--- src/hw/rx_frame_pkg.sv ---
package rx_frame_pkg;

  // ----------------------------------------------------------------
  // Word kinds, states and classes
  // ----------------------------------------------------------------
  typedef enum logic [3:0] {
    data_word         = 4'b0000,
    idle_start_word   = 4'b0001,
    data_start_word   = 4'b0010,
    bcast_start_word  = 4'b0011,
    data_end_word     = 4'b0100,
    bcast_end_word    = 4'b0101,
    flow_credit_token = 4'b0110,
    ack_word          = 4'b0111,
    nack_word         = 4'b1000,
    full_word         = 4'b1001,
    retry_word        = 4'b1010,
    other_word        = 4'b1011
  } word_kind_t;

  typedef enum logic [2:0] {
    st_nothing_rx    = 3'b000,
    st_idle_frame    = 3'b001,
    st_data_frame    = 3'b010,
    st_bcast_frame   = 3'b011,
    st_bcast_in_data = 3'b100
  } rx_state_t;

  typedef enum logic [1:0] {
    cls_none  = 2'b00,
    cls_idle  = 2'b01,
    cls_data  = 2'b10,
    cls_bcast = 2'b11
  } word_class_t;

  // ----------------------------------------------------------------
  // Sizes, field positions and checksum constants
  // ----------------------------------------------------------------
  localparam int          DBUF_DEPTH   = 64;
  localparam int          DBUF_AW      = 6;
  localparam logic [1:0]  BC_WORDS     = 2'h2;
  localparam logic [1:0]  BC_CNT_MAX   = 2'h3;
  localparam logic [5:0]  COVER_WORD   = 6'h20;
  localparam logic [5:0]  COVER_EDF    = 6'h10;
  localparam logic [5:0]  COVER_CTRL   = 6'h18;
  localparam int          EDF_CRC_LSB  = 16;
  localparam int          CTRL_CRC_LSB = 24;
  localparam logic [15:0] CRC16_INIT   = 16'hFFFF;
  localparam logic [15:0] CRC16_POLY   = 16'h1021;
  localparam logic [7:0]  CRC8_INIT    = 8'h00;
  localparam logic [7:0]  CRC8_POLY    = 8'h07;

  // ----------------------------------------------------------------
  // Carriers
  // ----------------------------------------------------------------
  typedef struct packed {
    logic        valid;
    word_kind_t  kind;
    logic [31:0] word;
  } lane_word_t;

  typedef struct packed {
    logic        valid;
    logic        last;
    logic [31:0] word;
  } df_out_t;

  typedef struct packed {
    logic            valid;
    logic [1:0][31:0] words;
  } bc_out_t;

  typedef struct packed {
    logic        valid;
    word_kind_t  kind;
    logic [31:0] word;
  } ctrl_out_t;

  typedef struct packed {
    logic        valid;
    word_class_t cls;
  } class_out_t;

  // ----------------------------------------------------------------
  // Checksum steps, bit 0 of byte 0 entered first
  // ----------------------------------------------------------------
  function automatic logic [15:0] crc16_upd(input logic [15:0] c,
      input logic [31:0] d, input logic [5:0] nbits);
    logic [15:0] r;
    logic        fb;
    r = c;
    for (int i = 0; i < 32; i++)
    begin
      fb = r[15] ^ d[i];
      if (i < int'(nbits))
        r = {r[14:0], 1'b0} ^ (fb ? CRC16_POLY : 16'h0000);
    end
    return r;
  endfunction

  function automatic logic [7:0] crc8_upd(input logic [7:0] c,
      input logic [31:0] d, input logic [5:0] nbits);
    logic [7:0] r;
    logic       fb;
    r = c;
    for (int i = 0; i < 32; i++)
    begin
      fb = r[7] ^ d[i];
      if (i < int'(nbits))
        r = {r[6:0], 1'b0} ^ (fb ? CRC8_POLY : 8'h00);
    end
    return r;
  endfunction

  function automatic logic [7:0] bit_rev8(input logic [7:0] r);
    logic [7:0] b;
    for (int i = 0; i < 8; i++)
      b[i] = r[7-i];
    return b;
  endfunction

endpackage

--- src/hw/crc16_acc.sv ---
`timescale 1ns/100ps
// Running 16-bit frame checksum; start restarts from the preset value
module crc16_acc
  import rx_frame_pkg::*;
(
  input  wire logic        clk,
  input  wire logic        sys_rst,
  input  wire logic        start,
  input  wire logic        en,
  input  wire logic [5:0]  nbits,
  input  wire logic [31:0] data,
  output wire logic [15:0] crc_nxt
);

  logic [15:0] crc_q;
  logic [15:0] base;

  // Start word seeds the sum in the same cycle it is added
  assign base    = start ? CRC16_INIT : crc_q;
  assign crc_nxt = crc16_upd(base, data, nbits);

  always_ff @(posedge clk)
  begin
    if (sys_rst)
      crc_q <= CRC16_INIT;
    else if (en)
      crc_q <= crc_nxt;
  end

endmodule

--- src/hw/crc8_acc.sv ---
`timescale 1ns/100ps
// Running 8-bit broadcast checksum, Galois shift register preset to zero
module crc8_acc
  import rx_frame_pkg::*;
(
  input  wire logic        clk,
  input  wire logic        sys_rst,
  input  wire logic        start,
  input  wire logic        en,
  input  wire logic [5:0]  nbits,
  input  wire logic [31:0] data,
  output wire logic [7:0]  crc_nxt
);

  logic [7:0] crc_q;
  logic [7:0] base;

  assign base    = start ? CRC8_INIT : crc_q;
  assign crc_nxt = crc8_upd(base, data, nbits);

  always_ff @(posedge clk)
  begin
    if (sys_rst)
      crc_q <= CRC8_INIT;
    else if (en)
      crc_q <= crc_nxt;
  end

endmodule

--- src/hw/rx_frame_check_crc.sv ---
`timescale 1ns/100ps
// Function
// - From nothing, idle start enters idle state; data words flagged idle.
// - Idle state exits first on retry, then lane error, to nothing.
// - End word in idle state is a frame error, to nothing; third priority.
// - Idle: broadcast start, data start, idle start lead to their states.
// - Credit, ack, nack, full and retry words accepted in any state.
// - Frame words held in a buffer until checks pass.
// - Only error-free, in-sequence frames and credit tokens go upward; ack, nack, full and retry words also go up here.
// - Data buffer fills in data state; broadcast buffer in broadcast states.
// - Data start flushes data buffer; broadcast start flushes its buffer.
// - Entering nothing state flushes both buffers.
// - Clean data end word hands the buffered frame upward.
// - Broadcast handed up only on clean end word with exactly two words.
// - Cold reset, warm reset or remote flush empty both buffers.
// - Data checksum spans start-word comma to end-word sequence field.
// - Control codes inside coverage enter the checksum as data values.
// - Packet end, error end and fill codes enter the data checksum.
// - Data checksum is CRC-16-CCITT, low bit of low byte first.
// - 8-bit checksum guards broadcasts, tokens, full, ack and nack words.
// - 8-bit checksum: generator x^8+x^2+x+1, zero-preset shift register.
// - 8-bit input: bytes in order, each entered low bit first.
// - 8-bit checksum byte is the bit-reversed remainder.
// - Checker compares regenerated checksum against received byte.
// - Checksum error in data state sends machine to nothing.
// - Broadcast end with count two in nested state returns to data.
module rx_frame_check_crc
  import rx_frame_pkg::*;
(
  input  wire logic   clk,
  input  wire logic   sys_rst,
  input  lane_word_t  rx_in,
  input  wire logic   lane_rx_error,
  input  wire logic   seq_ok,
  input  wire logic   warm_reset_req,
  input  wire logic   remote_flush_req,
  output df_out_t     df_out,
  output bc_out_t     bc_out,
  output ctrl_out_t   ctrl_out,
  output class_out_t  class_out,
  output logic        crc_err_pulse,
  output logic        frame_err_pulse,
  output rx_state_t   rx_state
);

  // ----------------------------------------------------------------
  // Word decode
  // ----------------------------------------------------------------
  rx_state_t   st_q;
  rx_state_t   st_d;
  logic        v_data;
  logic        v_sif;
  logic        v_sdf;
  logic        v_sbf;
  logic        v_edf;
  logic        v_ebf;
  logic        v_retry;
  logic        in_dframe;
  logic        in_bframe;
  logic        flush_req;
  logic        enter_nothing;

  assign v_data    = rx_in.valid && (rx_in.kind == data_word);
  assign v_sif     = rx_in.valid && (rx_in.kind == idle_start_word);
  assign v_sdf     = rx_in.valid && (rx_in.kind == data_start_word);
  assign v_sbf     = rx_in.valid && (rx_in.kind == bcast_start_word);
  assign v_edf     = rx_in.valid && (rx_in.kind == data_end_word);
  assign v_ebf     = rx_in.valid && (rx_in.kind == bcast_end_word);
  assign v_retry   = rx_in.valid && (rx_in.kind == retry_word);
  assign in_dframe = (st_q == st_data_frame);
  assign in_bframe = (st_q == st_bcast_frame) ||
                     (st_q == st_bcast_in_data);
  // Cold reset is sys_rst itself
  assign flush_req = warm_reset_req || remote_flush_req;
  assign enter_nothing = (st_d == st_nothing_rx) &&
                         (st_q != st_nothing_rx);

  // ----------------------------------------------------------------
  // Checksums
  // ----------------------------------------------------------------
  // A comma and its data twin share one byte value, so feeding the raw
  // byte with the control flag dropped gives the data value
  logic [15:0] crc16_nxt;
  logic [7:0]  crc8_nxt;
  logic        d_crc_bad;
  logic        b_crc_bad;
  logic        crc_bad;
  logic        seq_bad;
  logic        end_hit;
  logic        abort;
  logic        ctrl_crc_ok;

  crc16_acc u_crc16 (
    .clk     (clk),
    .sys_rst (sys_rst),
    .start   (v_sdf),
    .en      (v_sdf || (in_dframe && v_data)),
    .nbits   (v_edf ? COVER_EDF : COVER_WORD),
    .data    (rx_in.word),
    .crc_nxt (crc16_nxt)
  );

  crc8_acc u_crc8 (
    .clk     (clk),
    .sys_rst (sys_rst),
    .start   (v_sbf),
    .en      (v_sbf || (in_bframe && v_data)),
    .nbits   (v_ebf ? COVER_CTRL : COVER_WORD),
    .data    (rx_in.word),
    .crc_nxt (crc8_nxt)
  );

  // Regenerate and compare against the received field
  assign d_crc_bad = in_dframe && v_edf &&
                     (crc16_nxt != rx_in.word[31:EDF_CRC_LSB]);
  assign b_crc_bad = in_bframe && v_ebf &&
                     (bit_rev8(crc8_nxt) !=
                      rx_in.word[31:CTRL_CRC_LSB]);
  assign crc_bad   = d_crc_bad || b_crc_bad;
  assign end_hit   = (in_dframe && v_edf) || (in_bframe && v_ebf);
  assign seq_bad   = end_hit && !crc_bad && !seq_ok;
  assign abort     = v_retry || lane_rx_error || crc_bad || seq_bad;
  // Stand-alone control words carry their own 8-bit check
  assign ctrl_crc_ok = bit_rev8(crc8_upd(CRC8_INIT, rx_in.word,
                       COVER_CTRL)) == rx_in.word[31:CTRL_CRC_LSB];

  // ----------------------------------------------------------------
  // Word identification machine
  // ----------------------------------------------------------------
  logic       ferr_d;
  logic [1:0] bcnt_q;

  // Exits are tested in priority order; a flush overrides all
  always_comb
  begin
    st_d   = st_q;
    ferr_d = 1'b0;
    case (st_q)
      st_nothing_rx:
        if (v_sbf)
          st_d = st_bcast_frame;
        else if (v_sdf)
          st_d = st_data_frame;
        else if (v_sif)
          st_d = st_idle_frame;
      st_idle_frame:
        if (v_retry || lane_rx_error)
          st_d = st_nothing_rx;
        else if (v_edf || v_ebf)
        begin
          st_d   = st_nothing_rx;
          ferr_d = 1'b1;
        end
        else if (v_sbf)
          st_d = st_bcast_frame;
        else if (v_sdf)
          st_d = st_data_frame;
      st_data_frame:
        if (abort)
          st_d = st_nothing_rx;
        else if (v_sbf)
          st_d = st_bcast_in_data;
        else if (v_edf)
          st_d = st_nothing_rx;
        else if (v_sdf || v_sif || v_ebf)
        begin
          st_d   = st_nothing_rx;
          ferr_d = 1'b1;
        end
      st_bcast_frame:
        if (abort || v_ebf)
          st_d = st_nothing_rx;
        else if (v_sdf || v_sbf || v_sif || v_edf)
        begin
          st_d   = st_nothing_rx;
          ferr_d = 1'b1;
        end
      st_bcast_in_data:
        if (abort)
          st_d = st_nothing_rx;
        else if (v_ebf)
          st_d = (bcnt_q == BC_WORDS) ? st_data_frame
                                      : st_nothing_rx;
        else if (v_sdf || v_sbf || v_sif || v_edf)
        begin
          st_d   = st_nothing_rx;
          ferr_d = 1'b1;
        end
      default:
        st_d = st_nothing_rx;
    endcase
    if (flush_req)
      st_d = st_nothing_rx;
  end

  always_ff @(posedge clk)
  begin
    if (sys_rst)
      st_q <= st_nothing_rx;
    else
      st_q <= st_d;
  end

  // Error strobes, one cycle each
  always_ff @(posedge clk)
  begin
    if (sys_rst)
    begin
      crc_err_pulse   <= 1'b0;
      frame_err_pulse <= 1'b0;
    end
    else
    begin
      crc_err_pulse   <= crc_bad;
      frame_err_pulse <= ferr_d && !flush_req;
    end
  end

  // Tag each data word with the frame it belongs to
  always_ff @(posedge clk)
  begin
    if (sys_rst)
      class_out <= '0;
    else
    begin
      class_out.valid <= v_data;
      case (st_q)
        st_idle_frame:    class_out.cls <= cls_idle;
        st_data_frame:    class_out.cls <= cls_data;
        st_bcast_frame:   class_out.cls <= cls_bcast;
        st_bcast_in_data: class_out.cls <= cls_bcast;
        default:          class_out.cls <= cls_none;
      endcase
    end
  end

  assign rx_state = st_q;

  // ----------------------------------------------------------------
  // Data frame buffer
  // ----------------------------------------------------------------
  logic [31:0]      dbuf [DBUF_DEPTH];
  logic [DBUF_AW:0] dwr_q;
  logic             dovf_q;
  logic [DBUF_AW:0] dlen_q;
  logic [DBUF_AW:0] drd_q;
  logic             drain_q;
  logic             accept_df;

  // Overflowed frames are dropped rather than handed up truncated
  assign accept_df = in_dframe && v_edf && !abort && !dovf_q &&
                     !flush_req;

  always_ff @(posedge clk)
  begin
    if (sys_rst || flush_req)
    begin
      dwr_q  <= '0;
      dovf_q <= 1'b0;
    end
    else if (v_sdf || enter_nothing)
    begin
      dwr_q  <= '0;
      dovf_q <= 1'b0;
    end
    else if (in_dframe && v_data)
    begin
      if (dwr_q == (DBUF_AW+1)'(DBUF_DEPTH))
        dovf_q <= 1'b1;
      else
      begin
        dbuf[dwr_q[DBUF_AW-1:0]] <= rx_in.word;
        dwr_q <= dwr_q + 1'b1;
      end
    end
  end

  // Drain runs from its own length copy, so the flush on leaving the
  // frame does not cut it. A frame accepted mid-drain restarts it.
  always_ff @(posedge clk)
  begin
    if (sys_rst || flush_req)
    begin
      drain_q <= 1'b0;
      drd_q   <= '0;
      dlen_q  <= '0;
    end
    else if (accept_df)
    begin
      drain_q <= (dwr_q != '0);
      drd_q   <= '0;
      dlen_q  <= dwr_q;
    end
    else if (drain_q)
    begin
      drd_q <= drd_q + 1'b1;
      if (drd_q == dlen_q - 1'b1)
        drain_q <= 1'b0;
    end
  end

  always_ff @(posedge clk)
  begin
    if (sys_rst)
      df_out <= '0;
    else
    begin
      df_out.valid <= drain_q && !flush_req;
      df_out.last  <= drain_q && (drd_q == dlen_q - 1'b1);
      // Word moves only while draining, so idle cycles never show
      // unwritten buffer entries
      if (drain_q)
        df_out.word <= dbuf[drd_q[DBUF_AW-1:0]];
    end
  end

  // ----------------------------------------------------------------
  // Broadcast frame buffer
  // ----------------------------------------------------------------
  logic [31:0] bbuf [BC_WORDS];
  logic        accept_bc;

  assign accept_bc = in_bframe && v_ebf && !abort && !flush_req &&
                     (bcnt_q == BC_WORDS);

  // Counter saturates so that any longer frame stays refused
  always_ff @(posedge clk)
  begin
    if (sys_rst || flush_req)
      bcnt_q <= '0;
    else if (v_sbf || enter_nothing)
      bcnt_q <= '0;
    else if (in_bframe && v_data)
    begin
      if (bcnt_q < BC_WORDS)
        bbuf[bcnt_q[0]] <= rx_in.word;
      if (bcnt_q != BC_CNT_MAX)
        bcnt_q <= bcnt_q + 1'b1;
    end
  end

  always_ff @(posedge clk)
  begin
    if (sys_rst)
      bc_out <= '0;
    else
    begin
      bc_out.valid    <= accept_bc;
      if (accept_bc)
      begin
        bc_out.words[0] <= bbuf[0];
        bc_out.words[1] <= bbuf[1];
      end
    end
  end

  // ----------------------------------------------------------------
  // Control words, taken in any state
  // ----------------------------------------------------------------
  logic ctrl_take;

  always_comb
  begin
    ctrl_take = 1'b0;
    if (rx_in.valid)
      case (rx_in.kind)
        flow_credit_token: ctrl_take = ctrl_crc_ok && seq_ok;
        ack_word:          ctrl_take = ctrl_crc_ok;
        nack_word:         ctrl_take = ctrl_crc_ok;
        full_word:         ctrl_take = ctrl_crc_ok;
        retry_word:        ctrl_take = 1'b1;
        default:           ctrl_take = 1'b0;
      endcase
  end

  always_ff @(posedge clk)
  begin
    if (sys_rst)
      ctrl_out <= '0;
    else
    begin
      ctrl_out.valid <= ctrl_take && !flush_req;
      ctrl_out.kind  <= rx_in.kind;
      ctrl_out.word  <= rx_in.word;
    end
  end

  // ----------------------------------------------------------------
  // Checks
  // ----------------------------------------------------------------
  a_idle_entry: assert property (@(posedge clk) disable iff (sys_rst)
    (st_q == st_nothing_rx && v_sif && !flush_req)
    |=> st_q == st_idle_frame) else $error("idle entry missed");
  a_idle_retry: assert property (@(posedge clk) disable iff (sys_rst)
    (st_q == st_idle_frame && (v_retry || lane_rx_error))
    |=> st_q == st_nothing_rx) else $error("idle exit missed");
  a_idle_ferr: assert property (@(posedge clk) disable iff (sys_rst)
    (st_q == st_idle_frame && (v_edf || v_ebf) && !lane_rx_error &&
     !flush_req) |=> frame_err_pulse && st_q == st_nothing_rx)
    else $error("idle frame error missed");
  a_idle_sbf: assert property (@(posedge clk) disable iff (sys_rst)
    (st_q == st_idle_frame && v_sbf && !lane_rx_error && !flush_req)
    |=> st_q == st_bcast_frame) else $error("idle to bcast");
  a_ctrl_take: assert property (@(posedge clk) disable iff (sys_rst)
    (rx_in.valid && rx_in.kind == ack_word && ctrl_crc_ok && !flush_req)
    |=> ctrl_out.valid && ctrl_out.kind == ack_word)
    else $error("control word dropped");
  a_df_release: assert property (@(posedge clk) disable iff (sys_rst)
    (accept_df && dwr_q != '0) ##1 !flush_req
    |=> df_out.valid) else $error("data frame not released");
  a_bc_two: assert property (@(posedge clk) disable iff (sys_rst)
    bc_out.valid |-> $past(bcnt_q) == BC_WORDS)
    else $error("broadcast released with wrong count");
  a_flush_empty: assert property (@(posedge clk) disable iff (sys_rst)
    flush_req |=> dwr_q == '0 && bcnt_q == '0 && !drain_q &&
    st_q == st_nothing_rx) else $error("flush left data");
  a_nothing_flush: assert property (@(posedge clk) disable iff (sys_rst)
    (st_q != st_nothing_rx ##1 st_q == st_nothing_rx)
    |-> dwr_q == '0 && bcnt_q == '0) else $error("no flush");
  a_crc_strobe: assert property (@(posedge clk) disable iff (sys_rst)
    (d_crc_bad && !flush_req) |=> crc_err_pulse &&
    st_q == st_nothing_rx ##1 !crc_err_pulse)
    else $error("checksum strobe wrong");
  a_bid_back: assert property (@(posedge clk) disable iff (sys_rst)
    (st_q == st_bcast_in_data && v_ebf && !abort && !flush_req &&
     bcnt_q == BC_WORDS) |=> st_q == st_data_frame)
    else $error("nested broadcast return");

endmodule

--- config.mk ---
export PLATFORM = sky130hd
export DESIGN_NAME = rx_frame_check_crc
export DESIGN_NICKNAME = d
export VERILOG_FILES = /design/src/hw/rx_frame_pkg.sv /design/src/hw/crc16_acc.sv /design/src/hw/crc8_acc.sv /design/src/hw/rx_frame_check_crc.sv
export SDC_FILE = /design/constraint.sdc
export NUM_CORES = 2
export LEC_CHECK = 0
export BUFFER_PORTS_ARGS = -buffer_cell sky130_fd_sc_hd__buf_2
export CAP_MARGIN = 20
export CELL_PAD_IN_SITES_DETAIL_PLACEMENT = 1
export CELL_PAD_IN_SITES_GLOBAL_PLACEMENT = 2
export CORE_MARGIN = 2
export CORE_UTILIZATION = 45
export DETAILED_ROUTE_END_ITERATION = 6
export PLACE_DENSITY_LB_ADDON = 0.1
export RECOVER_POWER = 100
export SLEW_MARGIN = 40
export SYNTH_ARGS = -nofsm -noshare
export SYNTH_HDL_FRONTEND = slang
export SYNTH_SLANG_ARGS = --single-unit
--- constraint.sdc ---
create_clock -name clk -period 7.4 [get_ports clk]
set_input_delay 1.48 -clock clk [delete_from_list [all_inputs] [get_ports clk]]
set_output_delay 1.48 -clock clk [all_outputs]
set_load 0.01 [all_outputs]
## Word-level counts from Yosys, hierarchy flattened

Memories as Yosys holds them, arrays and structs flattened. A register that Yosys moved wholly into a read port is not among the register bits.
Index checks and enable logic that the tools add are counted.

| storage, ports and cells | value |
|---|---|
| bits in writable memories | 2,112 |
| memories | 2 |
| register bits after elaboration | 97 |
| word-level logic and storage cells | 551 |
| output and inout port bits | 144 |

| cells by class | value |
|---|---|
| reduce and logical (&&, ||, !) cells | 64 |
| eq/ne operators | 21 |
| $lt $le $gt $ge | 65 |
| mux-type cells | 201 |
| $add $sub $neg | 4 |
| bitwise logic cells | 175 |

Memory list:

| name | depth | width | rd ports | clocked after memory_dff | write ports | line | source |
|---|---|---|---|---|---|---|---|
| dbuf | 64 | 32 | 1 | 1 | 1 | rx_frame_check_crc.sv:242 | `logic [31:0] dbuf [DBUF_DEPTH];` |
| bbuf | 2 | 32 | 2 | 2 | 1 | rx_frame_check_crc.sv:320 | `logic [31:0] bbuf [BC_WORDS];` |

Operator list:

| operator | number |
|---|---|
| 16-bit two-way mux | 33 |
| 16-bit XOR | 32 |
| 13-bit two-way mux | 32 |
| 8-bit two-way mux | 33 |
| 8-bit XOR | 32 |
| 3-bit two-way mux | 72 |
| 5-bit by 6-bit less-than comparator with 1-bit output (first input constant) | 32 |
| 8-bit by 3-bit XOR with 8-bit output | 19 |
| 4-bit by 6-bit less-than comparator with 1-bit output (first input constant) | 16 |
| 1-bit XOR | 82 |
| 3-bit by 6-bit less-than comparator with 1-bit output (first input constant) | 8 |
| 1-bit logical AND | 27 |
| 1-bit by 6-bit less-than comparator with 1-bit output (first input constant) | 4 |
| 2-bit by 6-bit less-than comparator with 1-bit output (first input constant) | 4 |
| 1-bit two-way mux | 24 |
| 1-bit logical OR | 19 |
| 4-bit by 3-bit == test with 1-bit output (second input constant) | 4 |
| 16-bit inequality test | 1 |
| 3-bit one-hot mux with 5 select lines | 1 |
| 7-bit by 1-bit adder with 7-bit output (second input constant) | 2 |
| 4-bit == test (second input constant) | 3 |
| 6-bit two-way mux | 2 |
| 4-bit by 2-bit == test with 1-bit output (second input constant) | 2 |
| 8-bit == test | 1 |
| 30 further kinds | 45 |

## Logic depth before layout (Yosys ltp)

| depth | value |
|---|---|
| word-level depth | 148 |
| gate-level depth with buffers | 17 |
| depth with buffers taken out | 13 |

## Modules after synthesis

Synthesis repeated with hierarchy kept, for this count alone.

| second synthesis, totals | value |
|---|---|
| cells, all modules | 6,683 |
| area, all modules | 104,909.4 um^2 |

Modules (own cells, without submodules):

| module | area an instance (um^2) | instances | cells an instance | sequential area each (um^2) |
|---|---|---|---|---|
| rx_frame_check_crc | 87,295.0 | 1 | 4,009 | 66,804.1 |
| crc16_acc | 10,357.4 | 1 | 1,604 | 320.3 |
| crc8_acc | 7,257.0 | 1 | 1,070 | 160.2 |

## Least setup slack after synthesis

OpenSTA, ideal clock, no wires.

| timing | value |
|---|---|
| path kind | input -> register |
| start | in rx_in[36] in the netlist's numbering |
| end | mem dbuf[15][0] (enable) |
| setup time | 0.461 ns |
| cell stages on the path | 17 |
| arrival | 7.148 ns |
| path buffers | 4 |
| slack | -0.209 ns |
| path through | buf_4 -> nor3b_4 -> and3_1 -> buf_2 -> nor2_1 -> xnor3_2 -> xnor2_1 -> xnor3_2 -> xnor3_1 -> o21ai_2 -> xor2_1 -> o21ai_2 -> nor2_1 -> a221oi_2 -> buf_4 -> buf_6 -> nor3_1 |

| between the ends | value |
|---|---|
| word-level cells in the longest chain between the ends | 99 |
| elaborated cells between the ends (all ways) | 377 |

RTL lines:

| element | line | source |
|---|---|---|
| start: declaration | rx_frame_check_crc.sv:32 | `input lane_word_t rx_in,` |
| 1-bit logical AND, on equally long branches | rx_frame_check_crc.sv:67, rx_frame_check_crc.sv:65 |  |
| 6-bit two-way mux or 16-bit two-way mux (tied branches) | rx_frame_check_crc.sv:98, crc16_acc.sv:19 |  |
| 1-bit by 6-bit less-than comparator with 1-bit output (tied with other cells) | rx_frame_pkg.sv:95 | `if (i < int'(nbits))` |
| 16-bit two-way mux or 13-bit two-way mux (tied branches) | rx_frame_pkg.sv:95, rx_frame_pkg.sv:96 |  |
| 16-bit XOR or 1-bit XOR (tied branches) | rx_frame_pkg.sv:96, rx_frame_pkg.sv:94 |  |
| 16-bit two-way mux or 13-bit two-way mux (tied branches) | rx_frame_pkg.sv:95, rx_frame_pkg.sv:96 |  |
| 16-bit XOR or 1-bit XOR (tied branches) | rx_frame_pkg.sv:96, rx_frame_pkg.sv:94 |  |
| 16-bit two-way mux or 13-bit two-way mux (tied branches) | rx_frame_pkg.sv:95, rx_frame_pkg.sv:96 |  |
| (+83 left out) | -- |  |
| 3-bit one-hot mux with 5 select lines | rx_frame_check_crc.sv:138 | `case (st_q)` |
| 3-bit two-way mux | rx_frame_check_crc.sv:192 | `if (flush_req)` |
| 3-bit zero test | rx_frame_check_crc.sv:75 | `assign enter_nothing = (st_d == st_nothing_rx) &&` |
| 1-bit logical AND | rx_frame_check_crc.sv:75 |  |
| 1-bit logical OR | rx_frame_check_crc.sv:261 | `else if (v_sdf \|\| enter_nothing)` |
| 1-bit two-way mux (*) | rx_frame_check_crc.sv:261 |  |
| 1-bit two-way mux (*) | rx_frame_check_crc.sv:256 | `if (sys_rst \|\| flush_req)` |
| 1-bit two-way mux (implied by the code) (*) | rx_frame_check_crc.sv:272 | `dbuf[dwr_q[DBUF_AW-1:0]] <= rx_in.word;` |
| end: declaration | rx_frame_check_crc.sv:242 |  |

Every way passes the cells marked *; elsewhere a longest branch is shown, timed or not.

## Final worst setup path

| timing | value |
|---|---|
| start | in rx_in[10] in the netlist's numbering |
| end | reg drd_q[4] |

| between the ends | value |
|---|---|
| word-level cells in the longest chain between the ends | 68 |
| elaborated cells between the ends (all ways) | 175 |

RTL lines:

| element | line | source |
|---|---|---|
| 1-bit XOR | rx_frame_pkg.sv:94 | `fb = r[15] ^ d[i];` |
| 13-bit two-way mux | rx_frame_pkg.sv:96 | `r = {r[14:0], 1'b0} ^ (fb ? CRC16_POLY : 16'h0000);` |
| 16-bit XOR | rx_frame_pkg.sv:96 |  |
| 16-bit two-way mux | rx_frame_pkg.sv:95 |  |
| 16-bit XOR | rx_frame_pkg.sv:96 |  |
| 16-bit two-way mux | rx_frame_pkg.sv:95 |  |
| 16-bit XOR | rx_frame_pkg.sv:96 |  |
| 16-bit two-way mux | rx_frame_pkg.sv:95 |  |
| (+49 left out) | -- |  |
| 1-bit logical AND | rx_frame_check_crc.sv:114 | `assign d_crc_bad = in_dframe && v_edf &&` |
| 1-bit logical OR (*) | rx_frame_check_crc.sv:119 | `assign crc_bad = d_crc_bad \|\| b_crc_bad;` |
| 1-bit zero test | rx_frame_check_crc.sv:121 | `assign seq_bad = end_hit && !crc_bad && !seq_ok;` |
| 1-bit logical AND (2 in a row) | rx_frame_check_crc.sv:121 |  |
| 1-bit logical OR (*) | rx_frame_check_crc.sv:122 | `assign abort = v_retry \|\| lane_rx_error \|\| crc_bad \|\| seq_bad;` |
| 1-bit zero test (*) | rx_frame_check_crc.sv:251 | `assign accept_df = in_dframe && v_edf && !abort && !dovf_q &&` |
| 1-bit logical AND (*) (3 in a row) | rx_frame_check_crc.sv:251 |  |
| 2-bit OR reduction (no source line) (*) | -- |  |
| end signal: assignment | rx_frame_check_crc.sv:296 | `drd_q <= drd_q + 1'b1;` |
| end: declaration | rx_frame_check_crc.sv:246 | `logic [DBUF_AW:0] drd_q;` |

Marks and branches as above.
A chain may end at the register's enable or synchronous reset.

==> out/metrics.cfg <==
[status]
status = complete, but fails checks
violations = max-capacitance violations, max-slew violations

[cts]
cts.sinks = 2305
worst_skew_pair.late_latency_ns = 0.89
cts_buffer_depth = 3
postCtsSetupBuffers = 0
path_clk_slew_ns = 0.06
clockRootBuffer = clkbuf_16
post_cts_resize_count = 0
hold_buffers = 0
cts_htree_levels = 4
cts_tree = yes
cts_buffers = 234

[worst_setup_path]
startpoint = rx_in[10]
path_common_cell = xnor2_1
r2r-start = drd_q[0]
crit_type = input port to flop
worstSetupEndpointType = flop
cp.arrival_ns = 7.58
critical_path_required_ns = 8.16
cp-start-kind = input port
crit_slowest_cell = clkbuf_1
slowest_delay_ns = 1.63
cp_cell_sequence = buf_2 -> clkbuf_1 -> inv_1 -> xnor2_1 -> xnor2_1 -> xnor3_1 -> mux2i_2 -> or2_2 -> xor2_1 -> mux2i_1 -> a2111oi_2 -> and4_1 -> nand3_2 -> and3_1
crit_fanout = 22

[sta]
tightest_slew_ns = 4.631
setup_viol = 0
fmax_mhz = 146.8
whs_ns = 0.4795
clock_skew_ns = 0.05768
fin_ws_ns = 0.5857
maxSlewHeadroom_pct = -208.7
period_needed_ns = 6.814
hold_violations = 0
rsz0062_at_grt = false
fin_crit_sh_pct = 92.09
slew_viol_final = 1992

[floorplan]
die_w_um = 457.9
initial_core_util_pct = 45.28
num_io_pins = 187
core_area_um2 = 204800
row_count = 166
die_h_um = 457.9
die_area_um2 = 209700

[placement]
place_congestion = 0.8444
hpwl_mm = 184.6
portBuffers = 186
placed_cell_area_um2 = 98440
pre_cts_ws_ns = 0.3305

[flow_run]
drv_cap = 53

[synth]
synth_area_leader_cell = edfxtp_1
ys_ff_latch = 2305
syn_inst = 4465
synthFlopType = edfxtp_1
ys_types = 80
ys_seq_area_share_pct = 72.56
avgSynthCellArea_um2 = 20.77
mappedNetlistNets = 4514
synth_warnings = 0
synth.cell_area_um2 = 92730
synth_top_area_share_pct = 68.40
ys_async_sr_fraction_pct = 0
ys_top_cells_by_area = edfxtp_1 (68%), mux4_2 (16%), dfxtp_1 (4.2%), xnor2_1 (2.0%), mux2i_1 (1.3%)
synth_edf_count = 2112

[power]
p_int_w = 0.02300
p_seq_share_pct = 46.3
clockPowerShare_pct = 38.2
ir_worst_vdd_uv = 255.0
p_per_area_nw_per_um2 = 292.5
power_w = 0.03079
power.leakage_nw = 32.22
switching_power_w = 0.007792
combinationalPowerShare_pct = 15.5
p_sw_share_pct = 25.31

[detailed_routing]
wl_per_cell_um = 35.99
routed_wl_mm = 280.2
drtIter0Drc = 5583
drcViolationCount = 0
dr.pass1.iters = 7
vias = 46950
viasPerCell = 6.031
antenna_left = 0

[grt]
grt_pass1_wl_mm = 391.8
grt_usage_pct = 26.87
grt_start_max_net_pins = 89
grt_pass1_vias = 47480
grt_overflow_total = 0
antenna_found_initial = 46

[worst_hold_path]
worstHoldStart = bbuf[0][27]
hold_class = flop to flop

[layout]
drive_gt1_share_pct = 24.57
postLayoutCoreUtil_pct = 51.40
final_nets = 4923
syn_to_final_growth_pct = 13.52
fillers = 18150
postLayoutCellArea_um2 = 105300

path summary, 6_finish.rpt:
kind                 to  slack (ns)  cells past startpoint
max            drd_q[4]        0.59                     14
min          bc_out[27]        0.48                      2
max reg2reg  df_out[30]        1.71                      7
min reg2reg  bc_out[27]        0.48                      2
critical path, delay by kind of cell:
family                    cells  cell delay (ns)
AOI/OAI and AO/OA             1             0.46
xor gates and xnor gates      4             1.49
buffers and inverters         3             2.42
muxes                         2             0.39
and+or+nand+nor               4             1.26
per-layer routing:
layer  vias up  routed length [um]  GRT usage (%)
met1     25700              123200          40.80
met4         6                7821          6.042
met2      1865              128100          40.99
met3       329               21010          4.544
li1      19050                   -              -
met5         -                  40              0
flip-flops by register name, indices dropped and copies added (netlist names):
register and flops:
dlen_q 7, bcnt_q 2, drain_q 1, rx_state 3
crc_err_pulse 1, ctrl_out 37, dovf_q 1, class_out 3
bbuf 64, bc_out 65, frame_err_pulse 1, drd_q 7
dbuf 2048, u_crc8.crc_q 8, dwr_q 7, u_crc16.crc_q 16
df_out 34
kinds of logic (layout without fill, tap and decap cells):
group / after synthesis / in the layout / share of synthesized area, %
and+or+nand+nor: 543 / 543 / 2.805
other: 0 / 13 / 0
muxes: 789 / 789 / 17.45
AOI/OAI and AO/OA: 158 / 158 / 1.124
xor gates and xnor gates: 390 / 390 / 4.701
DFF: 2305 / 2305 / 72.56
buffers and inverters: 274 / 892 / 1.281
adders and majority gates: 6 / 6 / 0.08096
power groups by stage:
| stage | Sequential (W) | Clock, W | Combinational, W |
|---|---|---|---|
| floorplan | 0.0145 | 0 | 0.00340 |
| global placement | 0.0145 | 0 | 0.00478 |
| detailed placement | 0.0145 | 0 | 0.00478 |
| CTS | 0.0142 | 0.0120 | 0.00481 |
| global route | 0.0143 | 0.0125 | 0.00508 |
| finish | 0.0143 | 0.0118 | 0.00476 |
metrics by stage:
step                      cells  TNS, ns
after detailed placement   7323        0
after floorplan            4465  -324.51
after global placement     7319        0
final                      7784        0
after global routing       7772        0
after CTS                  7768        0
cell type report:
| cell class | count | area [um2] | share of cell area [%] |
|---|---|---|---|
| Antenna cell | 13 | 32.53 | 0.03090 |
| Tap cell | 2688 | 3363 | 3.195 |
| Clock inverter | 134 | 1284 | 1.220 |
| Multi-Input combinational cell | 1886 | 24420 | 23.20 |
| Timing Repair Buffer | 437 | 2452 | 2.330 |
| Sequential cell | 2305 | 67310 | 63.94 |
| Clock buffer | 311 | 6362 | 6.044 |
| Inverter | 10 | 37.54 | 0.03566 |
cells in the final DEF, fill, tap and decap left out, drive strengths merged, types with 4 or more instances in the layout:
master / n
nor2: 185
a211oi: 20
a21oi: 51
o21ai: 38
xnor3: 41
mux4: 661
nor2b: 50
clkbuf: 599
or2: 6
ha: 6
bufinv: 18
mux2i: 124
o211ai: 7
dfxtp: 193
nand3: 23
xor3: 12
clkinvlp: 4
edfxtp: 2112
buf: 149
xnor2: 223
inv: 15
nand2: 98
nand2b: 15
or3: 9
nor4: 5
clkinv: 107
mux2: 4
xor2: 114
and3: 18
nor3: 96
and2: 8
nand4: 14
diode: 13
a31oi: 5
cell usage after synthesis (all sizes together), types with 23 or more instances:
| cell type | count |
|---|---|
| buf | 102 |
| dfxtp | 193 |
| nor3 | 96 |
| xor2 | 114 |
| edfxtp | 2112 |
| xnor3 | 41 |
| o21ai | 38 |
| mux4 | 661 |
| mux2i | 124 |
| xnor2 | 223 |
| nand3 | 23 |
| nand2 | 98 |
| clkbuf | 162 |
| nor2 | 185 |
| nor2b | 50 |
| a21oi | 51 |
No activity file was read; power rests on OpenSTA's default activity.
